`src/rx_checksum_defines.vh`:
```
// constants for the receive checksum offload block
// assumes an apb slave with byte addresses and 32-bit data
`ifndef RX_CHECKSUM_DEFINES_VH
`define RX_CHECKSUM_DEFINES_VH

// register byte addresses
`define ADDR_CTRL 16'h5000
`define ADDR_IRQ_STATUS 16'h5004
`define ADDR_IRQ_ENABLE 16'h5008
`define ADDR_IRQ_CLEAR 16'h500c
`define ADDR_LAST_RESULT 16'h5010
`define ADDR_RX_CONFIG 16'h5014

// control register fields
`define CTRL_START_HI 7
`define CTRL_START_LO 0
`define CTRL_IP_EN 8
`define CTRL_L4_EN 9
`define CTRL_PKT_DIS 13
`define CTRL_START_RST 8'h00
`define CTRL_BIT_RST 1'b0

// config register field
`define CFG_STRIP_FCS 0

// interrupt status layout
`define IRQ_COUNT 2
`define IRQ_FRAME_DONE 0
`define IRQ_CSUM_ERR 1

// last result layout
`define RES_ERR_BIT 16

// frame layout
`define FCS_LEN 3'h4
`define POS_TYPE_HI 16'h000c
`define POS_TYPE_LO 16'h000d
`define POS_SNAP_FIRST 16'h000e
`define POS_SNAP_LAST 16'h0013
`define POS_SNAP_TYPE_HI 16'h0014
`define POS_SNAP_TYPE_LO 16'h0015
`define IP_OFF_ETH2 16'h000e
`define IP_OFF_SNAP 16'h0016
`define ETYPE_IPV4 16'h0800
`define MAX_LEN_FIELD 16'h05dc
`define SNAP_LLC_B0 8'haa
`define SNAP_LLC_B2 8'h03
`define SNAP_OUI_B 8'h00

// ip header offsets relative to header start
`define IPR_VER_IHL 16'h0000
`define IPR_LEN_HI 16'h0002
`define IPR_LEN_LO 16'h0003
`define IPR_FRAG_HI 16'h0006
`define IPR_FRAG_LO 16'h0007
`define IPR_PROTO 16'h0009
`define IPR_ADDR_FIRST 16'h000c
`define IPR_ADDR_LAST 16'h0013
`define IP_VERSION4 4'h4
`define IP_MIN_IHL 4'h5
`define PROTO_TCP 8'h06
`define PROTO_UDP 8'h11
`define UDP_CSUM_HI 16'h0006
`define UDP_CSUM_LO 16'h0007
`define SUM_GOOD 16'hffff

// state codes
`define ST_RUN 2'h0
`define ST_FLUSH 2'h1
`define ST_PSEUDO 2'h2
`define ST_REPORT 2'h3

`endif

```
`src/csum_acc.v`:
```
// one's complement 16-bit accumulator fed byte by byte or word by word
// assumes clear, byte_en and word_en are never high together with each other
`timescale 1ns/10ps
module csum_acc (
   input wire pclk, // core clock
   input wire presetn, // async reset, active low
   input wire clear, // start a new sum
   input wire byte_en, // add byte_data at the current parity
   input wire [7:0] byte_data, // byte to add
   input wire word_en, // add a whole word
   input wire [15:0] word_data, // word to add
   output wire [15:0] sum // running sum
);
   reg [15:0] sum_r;
   reg odd_r;
   reg [15:0] addend;
   reg [16:0] raw;

   always @* begin
      if (word_en) begin
         addend = word_data;
      end else if (odd_r) begin
         addend = {8'h00, byte_data};
      end else begin
         addend = {byte_data, 8'h00};
      end
      raw = {1'b0, sum_r} + {1'b0, addend};
   end

   // big-endian words, end-around carry, odd tail padded by zero
   always @(posedge pclk or negedge presetn) begin
      if (!presetn) begin
         sum_r <= 16'h0000;
         odd_r <= 1'b0;
      end else if (clear) begin
         sum_r <= 16'h0000;
         odd_r <= 1'b0;
      end else if (byte_en || word_en) begin
         sum_r <= raw[15:0] + {15'h0000, raw[16]};
         if (byte_en) begin
            odd_r <= ~odd_r;
         end
      end
   end

   assign sum = sum_r;
endmodule

```
`src/irq_status.v`:
```
// sticky event status with enable and write-one-to-clear, one level interrupt
// assumes events are single-cycle pulses from the same clock
`timescale 1ns/10ps
module irq_status (
   input wire pclk, // core clock
   input wire presetn, // async reset, active low
   input wire [1:0] event_set, // event pulses
   input wire enable_wr, // write strobe for enable
   input wire clear_wr, // write strobe for clear
   input wire [1:0] wdata, // write data
   output wire [1:0] status, // sticky status
   output wire [1:0] enable, // enable mask
   output wire irq // level interrupt
);
   reg [1:0] status_r;
   reg [1:0] enable_r;

   // a set in the cycle of its clear wins
   always @(posedge pclk or negedge presetn) begin
      if (!presetn) begin
         status_r <= 2'h0;
         enable_r <= 2'h0;
      end else begin
         status_r <= (status_r & ~({2{clear_wr}} & wdata)) | event_set;
         if (enable_wr) begin
            enable_r <= wdata;
         end
      end
   end

   assign status = status_r;
   assign enable = enable_r;
   assign irq = |(status_r & enable_r);
endmodule

```
`src/rx_checksum_offload.v`:
```
// receive checksum offload: packet sum, ip header check, tcp/udp check
// assumes a byte stream after vlan removal with the fcs still attached,
// one frame after another, and an apb master on the core clock
// Overview of operation
// - start byte from control bits 7:0, zero first
// - packet sum from start byte, after vlan removal
// - fcs left out when strip enable set
// - bit 8 enables ip header check
// - bit 9 enables tcp/udp check
// - error flag if either enabled check fails
// - no checks enabled gives error flag zero
// - three sums: packet, ip header, tcp/udp
// - ethernet ii and snap frames handled
// - control fields reset zero, bits 11:10 reserved
// - packet sum reported in the descriptor only while disable bit clear
`timescale 1ns/10ps
`include "rx_checksum_defines.vh"
module rx_checksum_offload (
   input wire pclk, // core clock
   input wire presetn, // async reset, active low
   input wire psel, // apb select
   input wire penable, // apb access phase
   input wire pwrite, // apb direction
   input wire [15:0] paddr, // apb byte address
   input wire [31:0] pwdata, // apb write data
   output reg [31:0] prdata, // apb read data
   output wire pready, // apb ready
   output wire pslverr, // apb error on unmapped address
   input wire rx_valid, // frame byte valid
   input wire [7:0] rx_data, // frame byte
   input wire rx_eop, // last byte of frame
   output wire rx_ready, // block takes a byte
   output reg wb_valid, // descriptor result pulse
   output reg [15:0] wb_packet_sum, // packet checksum for the descriptor
   output reg wb_sum_present, // packet sum reported instead of hash
   output reg wb_checksum_error_flag, // checksum error flag
   output wire irq // interrupt level
);
   function [15:0] oc_add;
      input [15:0] a;
      input [15:0] b;
      reg [16:0] s;
      begin
         s = {1'b0, a} + {1'b0, b};
         oc_add = s[15:0] + {15'h0000, s[16]};
      end
   endfunction

   // control and config registers
   reg [7:0] sum_start_offset_r;
   reg ip_header_check_enable_r;
   reg l4_check_enable_r;
   reg packet_sum_disable_r;
   reg strip_fcs_enable_r;
   reg [15:0] last_sum_r;
   reg last_err_r;

   // stream state
   reg [1:0] state_r;
   reg [7:0] dly0_r, dly1_r, dly2_r, dly3_r;
   reg [3:0] dv_r;
   reg [15:0] pos_r;

   // parser state
   reg [7:0] type_hi_r;
   reg snap_cand_r;
   reg ip_found_r;
   reg [15:0] ip_off_r;
   reg is_v4_r;
   reg [15:0] hdr_len_r;
   reg [15:0] tot_len_r;
   reg frag_r;
   reg [7:0] proto_r;
   reg udp_zero_hi_r;
   reg udp_zero_lo_r;

   wire [15:0] pkt_sum, ip_sum, l4_sum;
   wire [1:0] irq_stat, irq_en;
   wire acc_take = rx_valid && rx_ready;
   wire out_en = dv_r[3] && ((state_r == `ST_RUN && acc_take) || state_r == `ST_FLUSH);
   wire [7:0] b = dly3_r;
   wire [15:0] p = pos_r;
   wire [15:0] rel = p - ip_off_r;
   wire in_ip = ip_found_r && (p >= ip_off_r);
   wire [15:0] l4_rel = rel - hdr_len_r;
   wire [15:0] ihl_len = {10'h000, b[3:0], 2'b00};
   wire ip_byte = in_ip && ((rel == `IPR_VER_IHL) || (rel < hdr_len_r));
   wire addr_byte = in_ip && (rel >= `IPR_ADDR_FIRST) && (rel <= `IPR_ADDR_LAST);
   wire seg_byte = in_ip && is_v4_r && (rel != `IPR_VER_IHL) && (rel >= hdr_len_r) && (rel < tot_len_r);
   wire [15:0] pseudo_word = oc_add({8'h00, proto_r}, tot_len_r - hdr_len_r);
   wire clear_sums = (state_r == `ST_REPORT);

   // packet sum from the start byte onward, over bytes already free of vlan tag
   csum_acc u_pkt_acc (
      .pclk(pclk),
      .presetn(presetn),
      .clear(clear_sums),
      .byte_en(out_en && (p >= {8'h00, sum_start_offset_r})),
      .byte_data(b),
      .word_en(1'b0),
      .word_data(16'h0000),
      .sum(pkt_sum)
   );

   // ip header sum
   csum_acc u_ip_acc (
      .pclk(pclk),
      .presetn(presetn),
      .clear(clear_sums),
      .byte_en(out_en && ip_byte),
      .byte_data(b),
      .word_en(1'b0),
      .word_data(16'h0000),
      .sum(ip_sum)
   );

   // tcp/udp sum with addresses, protocol and length of the pseudo header
   csum_acc u_l4_acc (
      .pclk(pclk),
      .presetn(presetn),
      .clear(clear_sums),
      .byte_en(out_en && (addr_byte || seg_byte)),
      .byte_data(b),
      .word_en(state_r == `ST_PSEUDO),
      .word_data(pseudo_word),
      .sum(l4_sum)
   );

   // stream control: a four byte delay line holds back the possible fcs
   always @(posedge pclk or negedge presetn) begin
      if (!presetn) begin
         state_r <= `ST_RUN;
         dly0_r <= 8'h00;
         dly1_r <= 8'h00;
         dly2_r <= 8'h00;
         dly3_r <= 8'h00;
         dv_r <= 4'h0;
         pos_r <= 16'h0000;
      end else begin
         case (state_r)
            `ST_RUN: begin
               if (acc_take) begin
                  dly0_r <= rx_data;
                  dly1_r <= dly0_r;
                  dly2_r <= dly1_r;
                  dly3_r <= dly2_r;
                  if (out_en) begin
                     pos_r <= pos_r + 16'h0001;
                  end
                  if (rx_eop) begin
                     if (strip_fcs_enable_r) begin
                        dv_r <= 4'h0; // last four bytes are the fcs and are dropped
                        state_r <= `ST_PSEUDO;
                     end else begin
                        dv_r <= {dv_r[2:0], 1'b1};
                        state_r <= `ST_FLUSH;
                     end
                  end else begin
                     dv_r <= {dv_r[2:0], 1'b1};
                  end
               end
            end
            `ST_FLUSH: begin
               dly1_r <= dly0_r;
               dly2_r <= dly1_r;
               dly3_r <= dly2_r;
               dv_r <= {dv_r[2:0], 1'b0};
               if (out_en) begin
                  pos_r <= pos_r + 16'h0001;
               end
               if (dv_r[2:0] == 3'h0) begin
                  state_r <= `ST_PSEUDO;
               end
            end
            `ST_PSEUDO: begin
               state_r <= `ST_REPORT;
            end
            `ST_REPORT: begin
               pos_r <= 16'h0000;
               state_r <= `ST_RUN;
            end
            default: begin
               state_r <= `ST_RUN;
            end
         endcase
      end
   end

   assign rx_ready = (state_r == `ST_RUN);

   // frame parser: ethernet ii type at 12, snap llc/oui at 14..19 then type
   always @(posedge pclk or negedge presetn) begin
      if (!presetn) begin
         type_hi_r <= 8'h00;
         snap_cand_r <= 1'b0;
         ip_found_r <= 1'b0;
         ip_off_r <= `IP_OFF_ETH2;
         is_v4_r <= 1'b0;
         hdr_len_r <= 16'h0000;
         tot_len_r <= 16'h0000;
         frag_r <= 1'b0;
         proto_r <= 8'h00;
         udp_zero_hi_r <= 1'b0;
         udp_zero_lo_r <= 1'b0;
      end else if (clear_sums) begin
         snap_cand_r <= 1'b0;
         ip_found_r <= 1'b0;
         is_v4_r <= 1'b0;
         hdr_len_r <= 16'h0000;
         tot_len_r <= 16'h0000;
         frag_r <= 1'b0;
         proto_r <= 8'h00;
         udp_zero_hi_r <= 1'b0;
         udp_zero_lo_r <= 1'b0;
      end else if (out_en) begin
         if (p == `POS_TYPE_HI || p == `POS_SNAP_TYPE_HI) begin
            type_hi_r <= b;
         end
         if (p == `POS_TYPE_LO) begin
            if ({type_hi_r, b} == `ETYPE_IPV4) begin
               ip_found_r <= 1'b1;
               ip_off_r <= `IP_OFF_ETH2;
            end
            snap_cand_r <= ({type_hi_r, b} <= `MAX_LEN_FIELD);
         end
         if (snap_cand_r && p >= `POS_SNAP_FIRST && p <= `POS_SNAP_LAST) begin
            if (p <= `POS_SNAP_FIRST + 16'h0001) begin
               if (b != `SNAP_LLC_B0) snap_cand_r <= 1'b0;
            end else if (p == `POS_SNAP_FIRST + 16'h0002) begin
               if (b != `SNAP_LLC_B2) snap_cand_r <= 1'b0;
            end else if (b != `SNAP_OUI_B) begin
               snap_cand_r <= 1'b0;
            end
         end
         if (snap_cand_r && p == `POS_SNAP_TYPE_LO && {type_hi_r, b} == `ETYPE_IPV4) begin
            ip_found_r <= 1'b1;
            ip_off_r <= `IP_OFF_SNAP;
         end
         if (in_ip) begin
            if (rel == `IPR_VER_IHL) begin
               is_v4_r <= (b[7:4] == `IP_VERSION4) && (b[3:0] >= `IP_MIN_IHL);
               hdr_len_r <= ihl_len;
            end
            if (rel == `IPR_LEN_HI) tot_len_r[15:8] <= b;
            if (rel == `IPR_LEN_LO) tot_len_r[7:0] <= b;
            if (rel == `IPR_FRAG_HI && (b[5] || b[4:0] != 5'h00)) frag_r <= 1'b1;
            if (rel == `IPR_FRAG_LO && b != 8'h00) frag_r <= 1'b1;
            if (rel == `IPR_PROTO) proto_r <= b;
            if (seg_byte && l4_rel == `UDP_CSUM_HI) udp_zero_hi_r <= (b == 8'h00);
            if (seg_byte && l4_rel == `UDP_CSUM_LO) udp_zero_lo_r <= (b == 8'h00);
         end
      end
   end

   // pass/fail decision
   wire is_tcp = (proto_r == `PROTO_TCP);
   wire is_udp = (proto_r == `PROTO_UDP);
   wire ip_fail = ip_header_check_enable_r && ip_found_r && is_v4_r && (ip_sum != `SUM_GOOD);
   wire l4_fail = l4_check_enable_r && ip_found_r && is_v4_r && !frag_r && (is_tcp || is_udp) &&
                  (l4_sum != `SUM_GOOD) && !(is_udp && udp_zero_hi_r && udp_zero_lo_r);
   wire err = ip_fail || l4_fail; // either enabled check, none enabled gives zero

   // descriptor write-back; the sum is raw, software does the offsetting
   always @(posedge pclk or negedge presetn) begin
      if (!presetn) begin
         wb_valid <= 1'b0;
         wb_packet_sum <= 16'h0000;
         wb_sum_present <= 1'b0;
         wb_checksum_error_flag <= 1'b0;
         last_sum_r <= 16'h0000;
         last_err_r <= 1'b0;
      end else begin
         wb_valid <= clear_sums;
         if (clear_sums) begin
            wb_packet_sum <= packet_sum_disable_r ? 16'h0000 : pkt_sum;
            wb_sum_present <= !packet_sum_disable_r;
            wb_checksum_error_flag <= err;
            last_sum_r <= pkt_sum;
            last_err_r <= err;
         end
      end
   end

   // apb slave: zero wait states, read data captured in the setup cycle
   wire setup = psel && !penable;
   wire wr_acc = psel && penable && pwrite;
   wire hit_ctrl = (paddr == `ADDR_CTRL);
   wire hit_stat = (paddr == `ADDR_IRQ_STATUS);
   wire hit_en = (paddr == `ADDR_IRQ_ENABLE);
   wire hit_clr = (paddr == `ADDR_IRQ_CLEAR);
   wire hit_res = (paddr == `ADDR_LAST_RESULT);
   wire hit_cfg = (paddr == `ADDR_RX_CONFIG);
   wire mapped = hit_ctrl || hit_stat || hit_en || hit_clr || hit_res || hit_cfg;

   assign pready = 1'b1;
   assign pslverr = psel && penable && !mapped;

   always @(posedge pclk or negedge presetn) begin
      if (!presetn) begin
         sum_start_offset_r <= `CTRL_START_RST;
         ip_header_check_enable_r <= `CTRL_BIT_RST;
         l4_check_enable_r <= `CTRL_BIT_RST;
         packet_sum_disable_r <= `CTRL_BIT_RST;
         strip_fcs_enable_r <= `CTRL_BIT_RST;
      end else if (wr_acc) begin
         if (hit_ctrl) begin
            sum_start_offset_r <= pwdata[`CTRL_START_HI:`CTRL_START_LO];
            ip_header_check_enable_r <= pwdata[`CTRL_IP_EN];
            l4_check_enable_r <= pwdata[`CTRL_L4_EN];
            packet_sum_disable_r <= pwdata[`CTRL_PKT_DIS];
         end
         if (hit_cfg) begin
            strip_fcs_enable_r <= pwdata[`CFG_STRIP_FCS];
         end
      end
   end

   // reserved bits including 11:10 read as zero
   always @(posedge pclk or negedge presetn) begin
      if (!presetn) begin
         prdata <= 32'h00000000;
      end else if (setup) begin
         prdata <= 32'h00000000;
         if (!pwrite) begin
            if (hit_ctrl) begin
               prdata[`CTRL_START_HI:`CTRL_START_LO] <= sum_start_offset_r;
               prdata[`CTRL_IP_EN] <= ip_header_check_enable_r;
               prdata[`CTRL_L4_EN] <= l4_check_enable_r;
               prdata[`CTRL_PKT_DIS] <= packet_sum_disable_r;
            end
            if (hit_stat) prdata[1:0] <= irq_stat;
            if (hit_en) prdata[1:0] <= irq_en;
            if (hit_res) begin
               prdata[15:0] <= last_sum_r;
               prdata[`RES_ERR_BIT] <= last_err_r;
            end
            if (hit_cfg) prdata[`CFG_STRIP_FCS] <= strip_fcs_enable_r;
         end
      end
   end

   irq_status u_irq (
      .pclk(pclk),
      .presetn(presetn),
      .event_set({clear_sums && err, clear_sums}),
      .enable_wr(wr_acc && hit_en),
      .clear_wr(wr_acc && hit_clr),
      .wdata(pwdata[1:0]),
      .status(irq_stat),
      .enable(irq_en),
      .irq(irq)
   );
endmodule

```
`config.mk`:
```
export PLATFORM = sky130hd
export DESIGN_NAME = rx_checksum_offload
export DESIGN_NICKNAME = d
export VERILOG_FILES = /design/src/csum_acc.v /design/src/irq_status.v /design/src/rx_checksum_offload.v
export VERILOG_INCLUDE_DIRS = /design/src /design/src/src
export SDC_FILE = /design/constraint.sdc
export NUM_CORES = 1
export LEC_CHECK = 0
export BUFFER_PORTS_ARGS = -buffer_cell sky130_fd_sc_hd__buf_2
export CAP_MARGIN = 20
export CORE_ASPECT_RATIO = 1.75
export CORE_MARGIN = 3
export CORE_UTILIZATION = 50
export CTS_CLUSTER_SIZE = 28
export DETAILED_ROUTE_END_ITERATION = 6
export PLACE_DENSITY = 0.71
export SYNTH_ARGS = -nofsm -noshare
export SYNTH_HDL_FRONTEND = slang
export SYNTH_SLANG_ARGS = --single-unit
```
`constraint.sdc`:
```
create_clock -name pclk -period 6.9 [get_ports pclk]
set_clock_uncertainty 0.05 [all_clocks]
set_input_delay 1.38 -clock pclk [delete_from_list [all_inputs] [get_ports pclk]]
set_output_delay 1.38 -clock pclk [all_outputs]
set_load 0.01 [all_outputs]
```
==> results of run 1 <==
-- metal layers --
metal	share of wire, %	up-vias
met5	0	-
met4	6.3	0
met3	3.8	125
met2	53	389
met1	36	6636
li1	-	6482
-- cell families after synthesis --
kind of cell    after synthesis  share of synthesized area [%]
simple gates                585                           19.1
compound gates              414                           18.4
fa+ha+maj                   113                           9.41
mux                         110                           7.61
xor+xnor                    107                           6.23
flops                       217                           35.0
other cells                   2                         0.0485
buf+inv                     153                           4.15
-- repair_timing --
action,CTS,global route
pin swaps,8,33
setup buffers,2,10
gates resized for setup,15,37
setup endpoints to repair,11,14
-- power by group --
| part | internal (uW) | switching, uW | total (uW) |
|---|---|---|---|
| sequential | 1510 | 247 | 1750 |
| clock | 675 | 539 | 1210 |
| combinational | 1100 | 1530 | 2630 |
-- state kept, by name, indices dropped and copies added (netlist names), 16 cells and up --
signal	count
u_pkt_acc.sum	16
prdata	17
p	16
tot_len_r	16
last_sum_r	16
u_l4_acc.sum	16
u_ip_acc.sum	16
wb_packet_sum	16
-- through the flow --
stage | total power [uW] | std cells | hold WS (ns) | setup TNS [ns] | area (um^2)
after detailed placement | 4270 | 2204 | 0.415 | -1.33 | 16900
after CTS | 5520 | 2245 | 0.429 | 0 | 17700
after global placement | 4200 | 2204 | 0.406 | -0.405 | 16900
after global routing | 5940 | 2256 | 0.456 | -0.193 | 17900
final | 5590 | 2256 | 0.425 | 0 | 17900
after floorplan | 3420 | 1715 | 0.402 | 0 | 15500
-- layout make-up --
| cell class | count | area, um^2 | share of cell area (%) |
|---|---|---|---|
| clock buffer | 29 | 618 | 3.45 |
| clock inverter | 10 | 97.6 | 0.544 |
| inverter | 73 | 274 | 1.53 |
| multi-input combinational | 1345 | 9740 | 54.3 |
| sequential | 217 | 5430 | 30.3 |
| tap | 387 | 484 | 2.70 |
| timing repair buffer | 195 | 1280 | 7.15 |
-- layout by cell type (no fill, tap or decap), types with 13 or more instances in the layout --
| master | n |
|---|---|
| sky130_fd_sc_hd__nor3_1 | 41 |
| sky130_fd_sc_hd__nor4_1 | 15 |
| sky130_fd_sc_hd__o21a_1 | 17 |
| sky130_fd_sc_hd__inv_1 | 72 |
| sky130_fd_sc_hd__dfrtp_1 | 216 |
| sky130_fd_sc_hd__a21oi_1 | 65 |
| sky130_fd_sc_hd__a21o_1 | 34 |
| sky130_fd_sc_hd__nand2_1 | 142 |
| sky130_fd_sc_hd__nand3_1 | 42 |
| sky130_fd_sc_hd__or3_1 | 15 |
| sky130_fd_sc_hd__a211oi_1 | 37 |
| sky130_fd_sc_hd__ha_1 | 98 |
| sky130_fd_sc_hd__mux2i_1 | 48 |
| sky130_fd_sc_hd__clkbuf_16 | 23 |
| sky130_fd_sc_hd__nor2_1 | 148 |
| sky130_fd_sc_hd__xnor2_1 | 63 |
| sky130_fd_sc_hd__buf_4 | 113 |
| sky130_fd_sc_hd__xor2_1 | 41 |
| sky130_fd_sc_hd__a22oi_1 | 13 |
| sky130_fd_sc_hd__mux2_2 | 62 |
| sky130_fd_sc_hd__and2_1 | 20 |
| sky130_fd_sc_hd__buf_2 | 79 |
| sky130_fd_sc_hd__nor2b_1 | 29 |
| sky130_fd_sc_hd__o21ai_0 | 107 |
| sky130_fd_sc_hd__and3_1 | 17 |
| sky130_fd_sc_hd__a22o_1 | 24 |
| sky130_fd_sc_hd__nand4_1 | 34 |
| sky130_fd_sc_hd__conb_1 | 16 |
-- cells in the mapped netlist, types with 6 or more instances --
cell and instances:
sky130_fd_sc_hd__and3_1 18, sky130_fd_sc_hd__inv_1 73, sky130_fd_sc_hd__xor2_1 41, sky130_fd_sc_hd__or2_2 11, sky130_fd_sc_hd__nand3b_1 6, sky130_fd_sc_hd__a2111oi_0 8, sky130_fd_sc_hd__dfrtp_1 216, sky130_fd_sc_hd__o211ai_1 10
sky130_fd_sc_hd__o21a_1 17, sky130_fd_sc_hd__nand3_1 44, sky130_fd_sc_hd__a41oi_1 6, sky130_fd_sc_hd__a211o_1 7, sky130_fd_sc_hd__xnor2_1 64, sky130_fd_sc_hd__o21ai_0 112, sky130_fd_sc_hd__o31ai_1 11, sky130_fd_sc_hd__a22o_1 25
sky130_fd_sc_hd__buf_4 16, sky130_fd_sc_hd__a21oi_1 66, sky130_fd_sc_hd__mux2_2 62, sky130_fd_sc_hd__clkbuf_1 52, sky130_fd_sc_hd__nor4_1 15, sky130_fd_sc_hd__o311ai_0 6, sky130_fd_sc_hd__ha_1 107, sky130_fd_sc_hd__mux2i_1 48
sky130_fd_sc_hd__a2111o_1 7, sky130_fd_sc_hd__nor3b_1 9, sky130_fd_sc_hd__nand2b_1 11, sky130_fd_sc_hd__buf_2 7, sky130_fd_sc_hd__nand4_1 34, sky130_fd_sc_hd__a31oi_1 8, sky130_fd_sc_hd__or4_1 7, sky130_fd_sc_hd__nor3_1 43
sky130_fd_sc_hd__nor2b_1 29, sky130_fd_sc_hd__or3_1 15, sky130_fd_sc_hd__nand2_1 144, sky130_fd_sc_hd__fa_1 6, sky130_fd_sc_hd__a22oi_1 13, sky130_fd_sc_hd__nor2_1 151, sky130_fd_sc_hd__a211oi_1 38, sky130_fd_sc_hd__a21o_1 34
sky130_fd_sc_hd__and2_1 20
-- worst min-delay path, cell delays in order, from the launching register on --
cell and delay [ns]:
sky130_fd_sc_hd__dfrtp_1 0.34, sky130_fd_sc_hd__nand2_1 0.04, sky130_fd_sc_hd__o21ai_0 0.06
-- path summary, 6_finish.rpt --
path / from / endpoint / cells after the start
setup reg to reg: tot_len_r[2] / u_l4_acc.sum[12] / 33
max in group asynchronous: presetn / dv_r[3] / 2
hold / removal: prdata[12] / prdata[12] / 2
min in group asynchronous: presetn / wb_packet_sum[12] / 1
setup / recovery: tot_len_r[2] / u_l4_acc.sum[12] / 33
hold reg to reg: prdata[12] / prdata[12] / 2
==> qor.csv, run 1 <==
stage,metric,value,unit
status,run status,finished clean,
clocking,clock slew seen by the registers of the worst setup and hold paths,0.07,ns
critical_path,critical-path cell with the highest stage delay,sky130_fd_sc_hd__a2111o_1,
clocking,cts bufs inserted,22,
timing,number of hold violations in the final report,0,
timing,relative slew slack,39.0,%
global_route,global-route met3 utilization,2.24,%
logic_synthesis,flip-flop and latch count after synthesis,217,
cells_and_area,layout-stage area growth over the synthesis result,15.7,%
power,leakage power figure,0.00839,uW
logic_synthesis,share of synthesized area occupied by flip-flops and latches,35.0,%
logic_synthesis,synthesized area,0.0155,mm^2
clocking,H-Tree Level Count,1,
logic_synthesis,synthesized instance count,1701,
job,# Max-Cap Violations,0,
logic_synthesis,share of the synthesized area in the top cell type,34.9,%
critical_path,crit path capture type,flop,
cells_and_area,share of layout cells above drive strength 1,19.5,%
floorplan,height of the die,239,um
clocking,Hold Buf Count CTS,0,
detailed_routing,Detailed Route WL,43700,um
min_path,HP Class,flop to flop,
detailed_routing,overall via count from detail_route,13600,
cells_and_area,utilization after layout,59.2,%
clocking,CTS root buffer,sky130_fd_sc_hd__clkbuf_16,
global_route,pin count of the biggest net entering global routing,77,
placed_design,number of buffer cells added on primary ports,80,
logic_synthesis,count of flip-flops with a built-in enable after synthesis,0,
placed_design,placed wire-length estimate after detailed placement,32600,um
critical_path,slack of the worst reg-to-reg path,0.25,ns
critical_path,Critical Path Source Type,flop,
timing,unrepaired setup endpoints after global routing,yes,
clocking,maximum clock insertion buffer count,3,
cells_and_area,n_diodes,0,
critical_path,Crit path required time,7.29,ns
global_route,met1 track demand over resource,26.4,%
detailed_routing,Antenna Nets Post-Route,0,
floorplan,DIE AREA,0.0332,mm^2
critical_path,maximum fanout along the worst path,4,
global_route,Overflow after GRT,0,
global_route,antenna violations before repair,0,
global_route,via count of the first global-routing pass,13600,
critical_path,arrival time reported for the critical path endpoint,7.04,ns
logic_synthesis,dominant synthesized flop cell,sky130_fd_sc_hd__dfrtp_1,
power,power density over the cells,312,mW/mm^2
clocking,number of sinks on the clock net,217,
timing,Worst-Margin Slew,0.915,ns
critical_path,peak per-stage delay on the critical path,0.45,ns
placed_design,Final Wtd Congestion,0.941,
logic_synthesis,number of distinct library cells after synthesis,85,
critical_path,Top delay family on crit path,compound AO/OA/AOI/OAI gates,
placed_design,setup slack at placement,-0.290,ns
detailed_routing,vias per cell,6.04,
floorplan,starting density of the core,51.2,%
global_route,global-route usage over all layers,25.2,%
global_route,most used routing layer,met2,
critical_path,critical path buffer and inverter count,2,
logic_synthesis,cell type with the highest aggregate area in the netlist,sky130_fd_sc_hd__dfrtp_1,
clocking,CTS tree,built,
logic_synthesis,largest cells by area after synthesis,"sky130_fd_sc_hd__dfrtp_1 (35%), sky130_fd_sc_hd__ha_1 (8.6%), sky130_fd_sc_hd__mux2_2 (4.5%)",
detailed_routing,post-DR wirelength/cell,19.4,um
critical_path,Setup CP Type,flop to flop,
cells_and_area,net total in the final layout,2030,
logic_synthesis,mean instance size in the synthesized netlist,9.11,um^2
detailed_routing,# DRC,0,
cells_and_area,final-layout fill cell count,2638,
detailed_routing,iteration-0 DRC count of the detailed router,623,
logic_synthesis,proportion of register bits with asynchronous set or reset after synthesis,100,%
timing,fin crit period,6.65,ns
critical_path,"Top cell by count, worst path",sky130_fd_sc_hd__a21o_1,
timing,highest attainable clock frequency,150,MHz
power,VDD IR-drop max,0.224,mV
logic_synthesis,yosys warns,0,
detailed_routing,first drt pass iteration count,5,
floorplan,standard cell core area,0.0303,mm^2
clocking,"Clk Latency, worst-skew pair",0.53,ns
floorplan,Die Span X,139,um
timing,period utilization,96.4,%
global_route,first-pass GRT wire length,68800,um
timing,"Slew Viols, Final",0,
floorplan,Top Ports,118,
floorplan,# rows,84,
global_route,met2 track demand over resource,48.4,%
timing,minimum setup slack in the final design,0.248,ns
timing,endpoints failing setup,0,
Note: power is estimated with default switching activity, not from simulation.
==> run 2: changes to the inputs <==
ABC_AREA = 1   (was unset)
CORE_ASPECT_RATIO = 1.5   (was 1.75)
CORE_UTILIZATION = 56   (was 50)
PLACE_DENSITY = 0.78   (was 0.71)
==> run 2 against run 1 <==
  * Critical path depth up 14
  * Sequential cell count unchanged
  * Die area down 6.5%
  * Setup slack better by 0.012 ns
  * Largest power group unchanged
==> qor.csv, run 2 <==
stage,metric,value,unit,change
critical_path,Critical Path Source Type,flop,,
floorplan,starting density of the core,57.4,%,+6.2 points
logic_synthesis,share of the synthesized area in the top cell type,33.3,%,-1.5 points
clocking,H-Tree Level Count,1,,unchanged
clocking,cts bufs inserted,22,,unchanged
logic_synthesis,commonest cells in the synthesized netlist,"sky130_fd_sc_hd__nand2_1 (648), sky130_fd_sc_hd__inv_1 (282), sky130_fd_sc_hd__nor2_1 (246)",,
detailed_routing,vias per cell,5.67,,-6.1%
logic_synthesis,number of distinct library cells after synthesis,64,,-25%
cells_and_area,"most common cell after layout, fill and taps aside",sky130_fd_sc_hd__nand2_1,,
critical_path,"Top cell by count, worst path",sky130_fd_sc_hd__nand2_1,,
power,power density over the cells,472,mW/mm^2,+51%
timing,highest attainable clock frequency,151,MHz,+0.18%
cells_and_area,flip-flop count of the largest register after layout,17,,unchanged
logic_synthesis,dominant synthesized flop cell,sky130_fd_sc_hd__dfrtp_1,,
logic_synthesis,synthesized instance count,2328,,+37%
logic_synthesis,top-count cell post-synth,sky130_fd_sc_hd__nand2_1,,
cells_and_area,layout-stage area growth over the synthesis result,12.3,%,
logic_synthesis,mean instance size in the synthesized netlist,6.96,um^2,-24%
detailed_routing,first drt pass iteration count,6,,+1
critical_path,crit path capture type,flop,,
detailed_routing,Detailed Route WL,46700,um,+6.7%
detailed_routing,Antenna Nets Post-Route,0,,unchanged
floorplan,# rows,75,,-11%
cells_and_area,register name with the most flops,prdata,,
cells_and_area,"Cell Count, Final, Fillers Out",2826,,+25%
critical_path,arrival time reported for the critical path endpoint,7.05,ns,about the same
critical_path,Setup CP Type,flop to flop,,
cells_and_area,net total in the final layout,2601,,+28%
power,VDD IR-drop max,0.218,mV,-2.5%
power,power dissipated by switching net loads,4470,uW,+93%
global_route,Overflow after GRT,0,,unchanged
critical_path,Top delay family on crit path,simple AND/OR/NAND/NOR gates,,
timing,minimum setup slack in the final design,0.260,ns,+0.0120 ns
critical_path,critical path buffer and inverter count,1,,-1
detailed_routing,# DRC,0,,unchanged
power,share of power burned in the clock network,15.0,%,-6.7 points
global_route,pin count of the biggest net entering global routing,80,,+3.9%
logic_synthesis,count of flip-flops with a built-in enable after synthesis,0,,unchanged
cells_and_area,"commonest non-fill, non-tap cells in the layout","sky130_fd_sc_hd__nand2_1 (640), sky130_fd_sc_hd__inv_1 (279), sky130_fd_sc_hd__nor2_1 (235)",,
logic_synthesis,share of synthesized area occupied by flip-flops and latches,33.5,%,-1.5 points
power,Switching Fraction,52.0,%,+11 points
logic_synthesis,proportion of register bits with asynchronous set or reset after synthesis,100,%,unchanged
critical_path,maximum fanout along the worst path,4,,unchanged
timing,endpoints failing setup,0,,unchanged
logic_synthesis,yosys warns,0,,unchanged
placed_design,placed wire-length estimate after detailed placement,35300,um,+8.2%
global_route,via count of the first global-routing pass,15500,,+14%
floorplan,height of the die,214,um,-10%
placed_design,number of buffer cells added on primary ports,80,,unchanged
cells_and_area,n_diodes,0,,unchanged
power,design internal power,4120,uW,+26%
timing,Worst-Margin Slew,1.04,ns,+0.120 ns
clocking,Hold Buf Count CTS,0,,unchanged
clocking,number of sinks on the clock net,217,,unchanged
logic_synthesis,flip-flop and latch count after synthesis,217,,unchanged
detailed_routing,post-DR wirelength/cell,16.5,um,-15%
timing,period utilization,96.2,%,-0.17 points
timing,fin crit period,6.64,ns,-0.0120 ns
power,relative contribution of sequential cells to total power,22.6,%,-8.7 points
timing,relative slew slack,30.9,%,-8.1 points
detailed_routing,overall via count from detail_route,16000,,+18%
clocking,maximum clock insertion buffer count,3,,unchanged
job,# Max-Cap Violations,0,,unchanged
detailed_routing,iteration-0 DRC count of the detailed router,1157,,+86%
placed_design,cell count after placement,2769,,+26%
timing,"Slew Viols, Final",0,,unchanged
floorplan,standard cell core area,0.0282,mm^2,-6.7%
logic_synthesis,largest cells by area after synthesis,"sky130_fd_sc_hd__dfrtp_1 (33%), sky130_fd_sc_hd__nand2_1 (15%), sky130_fd_sc_hd__ha_1 (8.3%)",,
global_route,first-pass GRT wire length,74800,um,+8.7%
placed_design,Final Wtd Congestion,0.928,,-1.4%
floorplan,Top Ports,118,,unchanged
timing,number of hold violations in the final report,0,,unchanged
clocking,clock slew seen by the registers of the worst setup and hold paths,0.07,ns,about the same
clocking,CTS root buffer,sky130_fd_sc_hd__clkbuf_16,,
global_route,global-route usage over all layers,28.8,%,+3.6 points
clocking,"Clk Latency, worst-skew pair",0.52,ns,about the same
floorplan,DIE AREA,0.0311,mm^2,-6.5%
global_route,antenna violations before repair,0,,unchanged
critical_path,peak per-stage delay on the critical path,0.45,ns,about the same
cells_and_area,share of layout cells above drive strength 1,11.8,%,-7.7 points
logic_synthesis,cell type with the highest aggregate area in the netlist,sky130_fd_sc_hd__dfrtp_1,,
power,leakage power figure,0.00955,uW,+14%
min_path,HP Class,flop to flop,,
timing,tightest hold margin,0.429,ns,+0.00419 ns
critical_path,critical-path cell with the highest stage delay,sky130_fd_sc_hd__fa_2,,
logic_synthesis,synthesized area,0.0162,mm^2,+4.6%
status,run status,finished clean,,
power,Combinational Power Share,62.4,%,+15 points
clocking,CTS tree,built,,
placed_design,setup slack at placement,0.0699,ns,+0.360 ns
floorplan,Die Span X,145,um,+4.2%
critical_path,Crit path required time,7.31,ns,+0.02 ns
## run 2: cell types whose count changed after synthesis, moves of 25 or more
cell                       before  now
sky130_fd_sc_hd__clkbuf_1      52   27
sky130_fd_sc_hd__xnor2_1       64   16
sky130_fd_sc_hd__mux2_2        62    0
sky130_fd_sc_hd__inv_1         73  282
sky130_fd_sc_hd__a21o_1        34    5
sky130_fd_sc_hd__nand2_1      144  648
sky130_fd_sc_hd__nand3_1       44  178
sky130_fd_sc_hd__a21oi_1       66  115
sky130_fd_sc_hd__nor2_1       151  246
sky130_fd_sc_hd__nor2b_1       29    0
sky130_fd_sc_hd__a211oi_1      38    2
sky130_fd_sc_hd__mux2i_1       48    0
sky130_fd_sc_hd__o21ai_0      112  140
## run 2: metal layers
| metal | vias to the layer above | GRT usage [%] | part of all wire (%) |
|---|---|---|---|
| li1 | 7790 | - | - |
| met1 | 7637 | 34.1 | 39 |
| met2 | 471 | 53.4 | 52 |
| met3 | 137 | 2.30 | 4.5 |
| met4 | 0 | 12.6 | 4.6 |
| met5 | - | 0 | 0 |
## run 2: what timing repair did
item / in CTS / in global routing
pin swaps: 0 / 42
endpoints found under the setup margin: 1 / 16
buffers inserted: 0 / 16
gates resized for setup: 1 / 66
## run 2: final timing paths
check	depth (start not counted)	slack (ns)	end	start
setup / recovery	47	0.26	u_l4_acc.sum[10]	hdr_len_r[2]
hold / removal	2	0.43	wb_sum_present	wb_sum_present
setup reg to reg	47	0.26	u_l4_acc.sum[10]	hdr_len_r[2]
hold reg to reg	2	0.43	wb_sum_present	wb_sum_present
max in group asynchronous	2	4.61	wb_valid	presetn
min in group asynchronous	1	0.79	u_ip_acc.sum[13]	presetn
## run 2: layout make-up
| class | count | area [um^2] |
|---|---|---|
| timing repair buffer | 122 | 729 |
| inverter | 293 | 1100 |
| clock inverter | 12 | 158 |
| fill | 2608 | 10000 |
| multi-input combinational | 1769 | 9670 |
| sequential | 217 | 5430 |
| tap | 385 | 482 |
| clock buffer | 28 | 624 |
## run 2: logic make-up (layout without fill, tap and decap cells)
logic type	after synthesis	count (layout)	synth area share (%)
fa+ha+maj	113	113	9.00
buf+inv	356	455	8.96
simple gates	1234	1234	33.0
other cells	2	16	0.0463
flops	217	217	33.5
xor+xnor	49	49	2.83
compound gates	357	357	12.6
## run 2: per-stage QoR
stage          instance area, um^2  util (%)  TNS, ns  total power [uW]
6_report                     18200      64.4        0              8600
5_1_grt                      18200      64.4    -1.01              9380
4_1_cts                      17800      63.0        0              8250
3_5_place_dp                 17000      60.2        0              6910
3_3_place_gp                 17000      60.2        0              6780
2_1_floorplan                16300         -        0              5600
## run 2: power groups by stage
stage | combinational, uW | sequential [uW] | clock (uW)
floorplan | 3800 | 1800 | 0
global placement | 4840 | 1930 | 0
detailed placement | 4960 | 1950 | 0
CTS | 5010 | 1930 | 1310
global route | 6050 | 1970 | 1360
finish | 5360 | 1940 | 1290
## run 2: worst min-delay path, stage by stage (launching register included)
cell                      delay [ns]
sky130_fd_sc_hd__dfrtp_1        0.34
sky130_fd_sc_hd__nand2_1        0.05
sky130_fd_sc_hd__nand2_1        0.06
==> run 3: changes to the inputs <==
ABC_AREA = 0   (was 1)
==> run 3 against run 2 <==
  * Setup slack worse by 0.089 ns
  * Largest power group unchanged
  * Design area is 3.4% lower
  * Die area is 4.3% lower
  * First-iteration DRC count is 31% lower
  * Count of clock-buffer cells in the layout is 4 lower
  * Combinational power is 54% lower
  * Largest cell class unchanged
  * Final cell count is 23% lower
  * Sequential share of layout area is 1.1 points higher
  * Non-clock buffer count is 36 higher
  * Total power is 36% lower
  * Clock power hardly changed
  * Critical path depth is 16 lower
==> qor.csv, run 3 (synthesis results as in run 1) <==
stage,metric,value,unit,change
timing,period utilization,97.5,%,+1.3 points
cells_and_area,flip-flop count of the largest register after layout,17,,unchanged
critical_path,maximum fanout along the worst path,6,,+2
cells_and_area,"Cell Count, Final, Fillers Out",2174,,-23%
floorplan,DIE AREA,0.0297,mm^2,-4.3%
clocking,number of sinks on the clock net,217,,unchanged
power,relative contribution of sequential cells to total power,32.2,%,+9.6 points
cells_and_area,"most common cell after layout, fill and taps aside",sky130_fd_sc_hd__dfrtp_1,,
placed_design,cell count after placement,2122,,-23%
detailed_routing,iteration-0 DRC count of the detailed router,801,,-31%
power,design internal power,3250,uW,-21%
detailed_routing,vias per cell,6.17,,+8.8%
critical_path,Crit path required time,7.31,ns,about the same
critical_path,peak per-stage delay on the critical path,0.53,ns,+0.08 ns
power,VDD IR-drop max,0.230,mV,+5.5%
global_route,first-pass GRT wire length,66500,um,-11%
placed_design,setup slack at placement,-0.0934,ns,-0.163 ns
placed_design,placed wire-length estimate after detailed placement,30900,um,-13%
critical_path,Critical Path Source Type,flop,,
timing,highest attainable clock frequency,149,MHz,-1.3%
power,power density over the cells,313,mW/mm^2,-34%
job,# Max-Cap Violations,0,,unchanged
timing,tightest hold margin,0.420,ns,-0.00917 ns
timing,endpoints failing setup,0,,unchanged
detailed_routing,overall via count from detail_route,13400,,-16%
timing,minimum setup slack in the final design,0.171,ns,-0.0891 ns
cells_and_area,utilization after layout,64.6,%,+0.15 points
timing,Worst-Margin Slew,0.890,ns,-0.145 ns
cells_and_area,share of layout cells above drive strength 1,18.0,%,+6.2 points
timing,"Slew Viols, Final",0,,unchanged
critical_path,origin of the worst setup path,tot_len_r[2],,
placed_design,Final Wtd Congestion,1.00,,+8.2%
clocking,clock slew seen by the registers of the worst setup and hold paths,0.07,ns,about the same
min_path,HP Class,flop to flop,,
critical_path,arrival time reported for the critical path endpoint,7.14,ns,+0.09 ns
detailed_routing,Detailed Route WL,41300,um,-12%
global_route,pin count of the biggest net entering global routing,110,,+38%
critical_path,crit path capture type,flop,,
cells_and_area,net total in the final layout,1993,,-23%
floorplan,Die Span X,142,um,-2.1%
clocking,CTS tree,built,,
clocking,maximum clock insertion buffer count,3,,unchanged
timing,number of hold violations in the final report,0,,unchanged
timing,relative slew slack,40.7,%,+9.7 points
detailed_routing,Antenna Nets Post-Route,0,,unchanged
global_route,Overflow after GRT,0,,unchanged
power,Final Total Pwr,5500,uW,-36%
floorplan,Top Ports,118,,unchanged
cells_and_area,final-layout fill cell count,2253,,-14%
timing,fin crit period,6.73,ns,+0.0891 ns
clocking,CTS root buffer,sky130_fd_sc_hd__clkbuf_16,,
min_path,hold_sp,prdata[12],,
global_route,antenna violations before repair,0,,unchanged
cells_and_area,register name with the most flops,prdata,,
critical_path,worst r2r src,tot_len_r[2],,
critical_path,critical-path cell with the highest stage delay,sky130_fd_sc_hd__fa_2,,
floorplan,standard cell core area,0.0272,mm^2,-3.6%
detailed_routing,post-DR wirelength/cell,19.0,um,+15%
cells_and_area,layout-stage area growth over the synthesis result,13.5,%,
global_route,via count of the first global-routing pass,13200,,-14%
status,run status,finished clean,,
floorplan,starting density of the core,56.9,%,-0.46 points
global_route,global-route usage over all layers,27.3,%,-1.6 points
power,Switching Fraction,40.9,%,-11 points
floorplan,# rows,74,,-1.3%
clocking,H-Tree Level Count,1,,unchanged
floorplan,height of the die,210,um,-2.2%
clocking,"Clk Latency, worst-skew pair",0.55,ns,+0.03 ns
power,Combinational Power Share,44.6,%,-18 points
clocking,cts bufs inserted,22,,unchanged
power,power dissipated by switching net loads,2250,uW,-50%
detailed_routing,# DRC,0,,unchanged
detailed_routing,first drt pass iteration count,5,,-1
critical_path,Setup CP Type,flop to flop,,
power,leakage power figure,0.00819,uW,-14%
power,share of power burned in the clock network,23.2,%,+8.2 points
cells_and_area,"commonest non-fill, non-tap cells in the layout","sky130_fd_sc_hd__dfrtp_1 (216), sky130_fd_sc_hd__nor2_1 (147), sky130_fd_sc_hd__nand2_1 (143)",,
placed_design,number of buffer cells added on primary ports,80,,unchanged
clocking,Hold Buf Count CTS,0,,unchanged
[run 3: cell types whose count changed in the layout (fill, tap and decap cells not counted), moves of 28 or more]
cell / change
sky130_fd_sc_hd__nor2b_1: +28
sky130_fd_sc_hd__mux2_2: +62
sky130_fd_sc_hd__inv_1: -207
sky130_fd_sc_hd__nand3_1: -126
sky130_fd_sc_hd__xnor2_1: +48
sky130_fd_sc_hd__nor2_1: -88
sky130_fd_sc_hd__nand2_1: -497
sky130_fd_sc_hd__mux2i_1: +48
sky130_fd_sc_hd__buf_4: +36
sky130_fd_sc_hd__a21o_1: +29
sky130_fd_sc_hd__a21oi_1: -46
sky130_fd_sc_hd__o21ai_0: -34
sky130_fd_sc_hd__a211oi_1: +35
[run 3: critical path: cells and delay by family, from the launching register on]
kind / cells / cell delay, ns
AO/OA/AOI/OAI: 11 / 2.58
AND/OR/NAND/NOR: 10 / 1.46
adder cells (fa/ha/maj): 5 / 1.41
flip-flops: 1 / 0.35
XOR/XNOR: 2 / 0.54
buffers and inverters: 3 / 0.27
[run 3: worst paths after layout]
check	end	slack (ns)	cells past startpoint
min	prdata[12]	0.42	2
min in group asynchronous	wb_packet_sum[13]	0.81	1
min reg2reg	prdata[12]	0.42	2
max reg2reg	u_l4_acc.sum[15]	0.17	31
max in group asynchronous	ip_found_r	4.62	2
max	u_l4_acc.sum[15]	0.17	31
[run 3: final cells by class]
cell class / instances / area, um^2 / area share, %
Antenna cell: 1 / 2.50 / 0.0142
Clock buffer: 24 / 568 / 3.23
Clock inverter: 14 / 185 / 1.05
Inverter: 73 / 274 / 1.56
Multi-Input combinational cell: 1345 / 9690 / 55.1
Sequential cell: 217 / 5430 / 30.9
Tap cell: 342 / 428 / 2.43
Timing Repair Buffer: 158 / 1000 / 5.71
[run 3: power by group through the flow]
stage	sequential [uW]	combinational [uW]	clock, uW
CTS	1770	2380	1290
global route	1800	2710	1340
finish	1770	2450	1270
floorplan	1670	1750	0
detailed placement	1790	2360	0
global placement	1780	2280	0
[run 3: what timing repair did]
action / 4_1_cts / 5_1_grt
setup buffers: 0 / 12
resized for setup: 4 / 43
pin swaps: 1 / 29
endpoints found under the setup margin: 5 / 12
[run 3: layer usage]
layer	global-route usage [%]	part of all wire, %	wire (um)
met1	31.3	38	15600
met2	50.5	53	21900
met3	3.05	4.6	1900
met4	11.8	4.4	1810
met5	0	0	0
[run 3: through the flow]
stage                     setup TNS [ns]  area, um^2
after floorplan                        0       15500
after global placement           -0.0349       16500
after detailed placement          -0.219       16500
after CTS                        -0.0229       17300
after global routing              -0.182       17600
final                                  0       17600
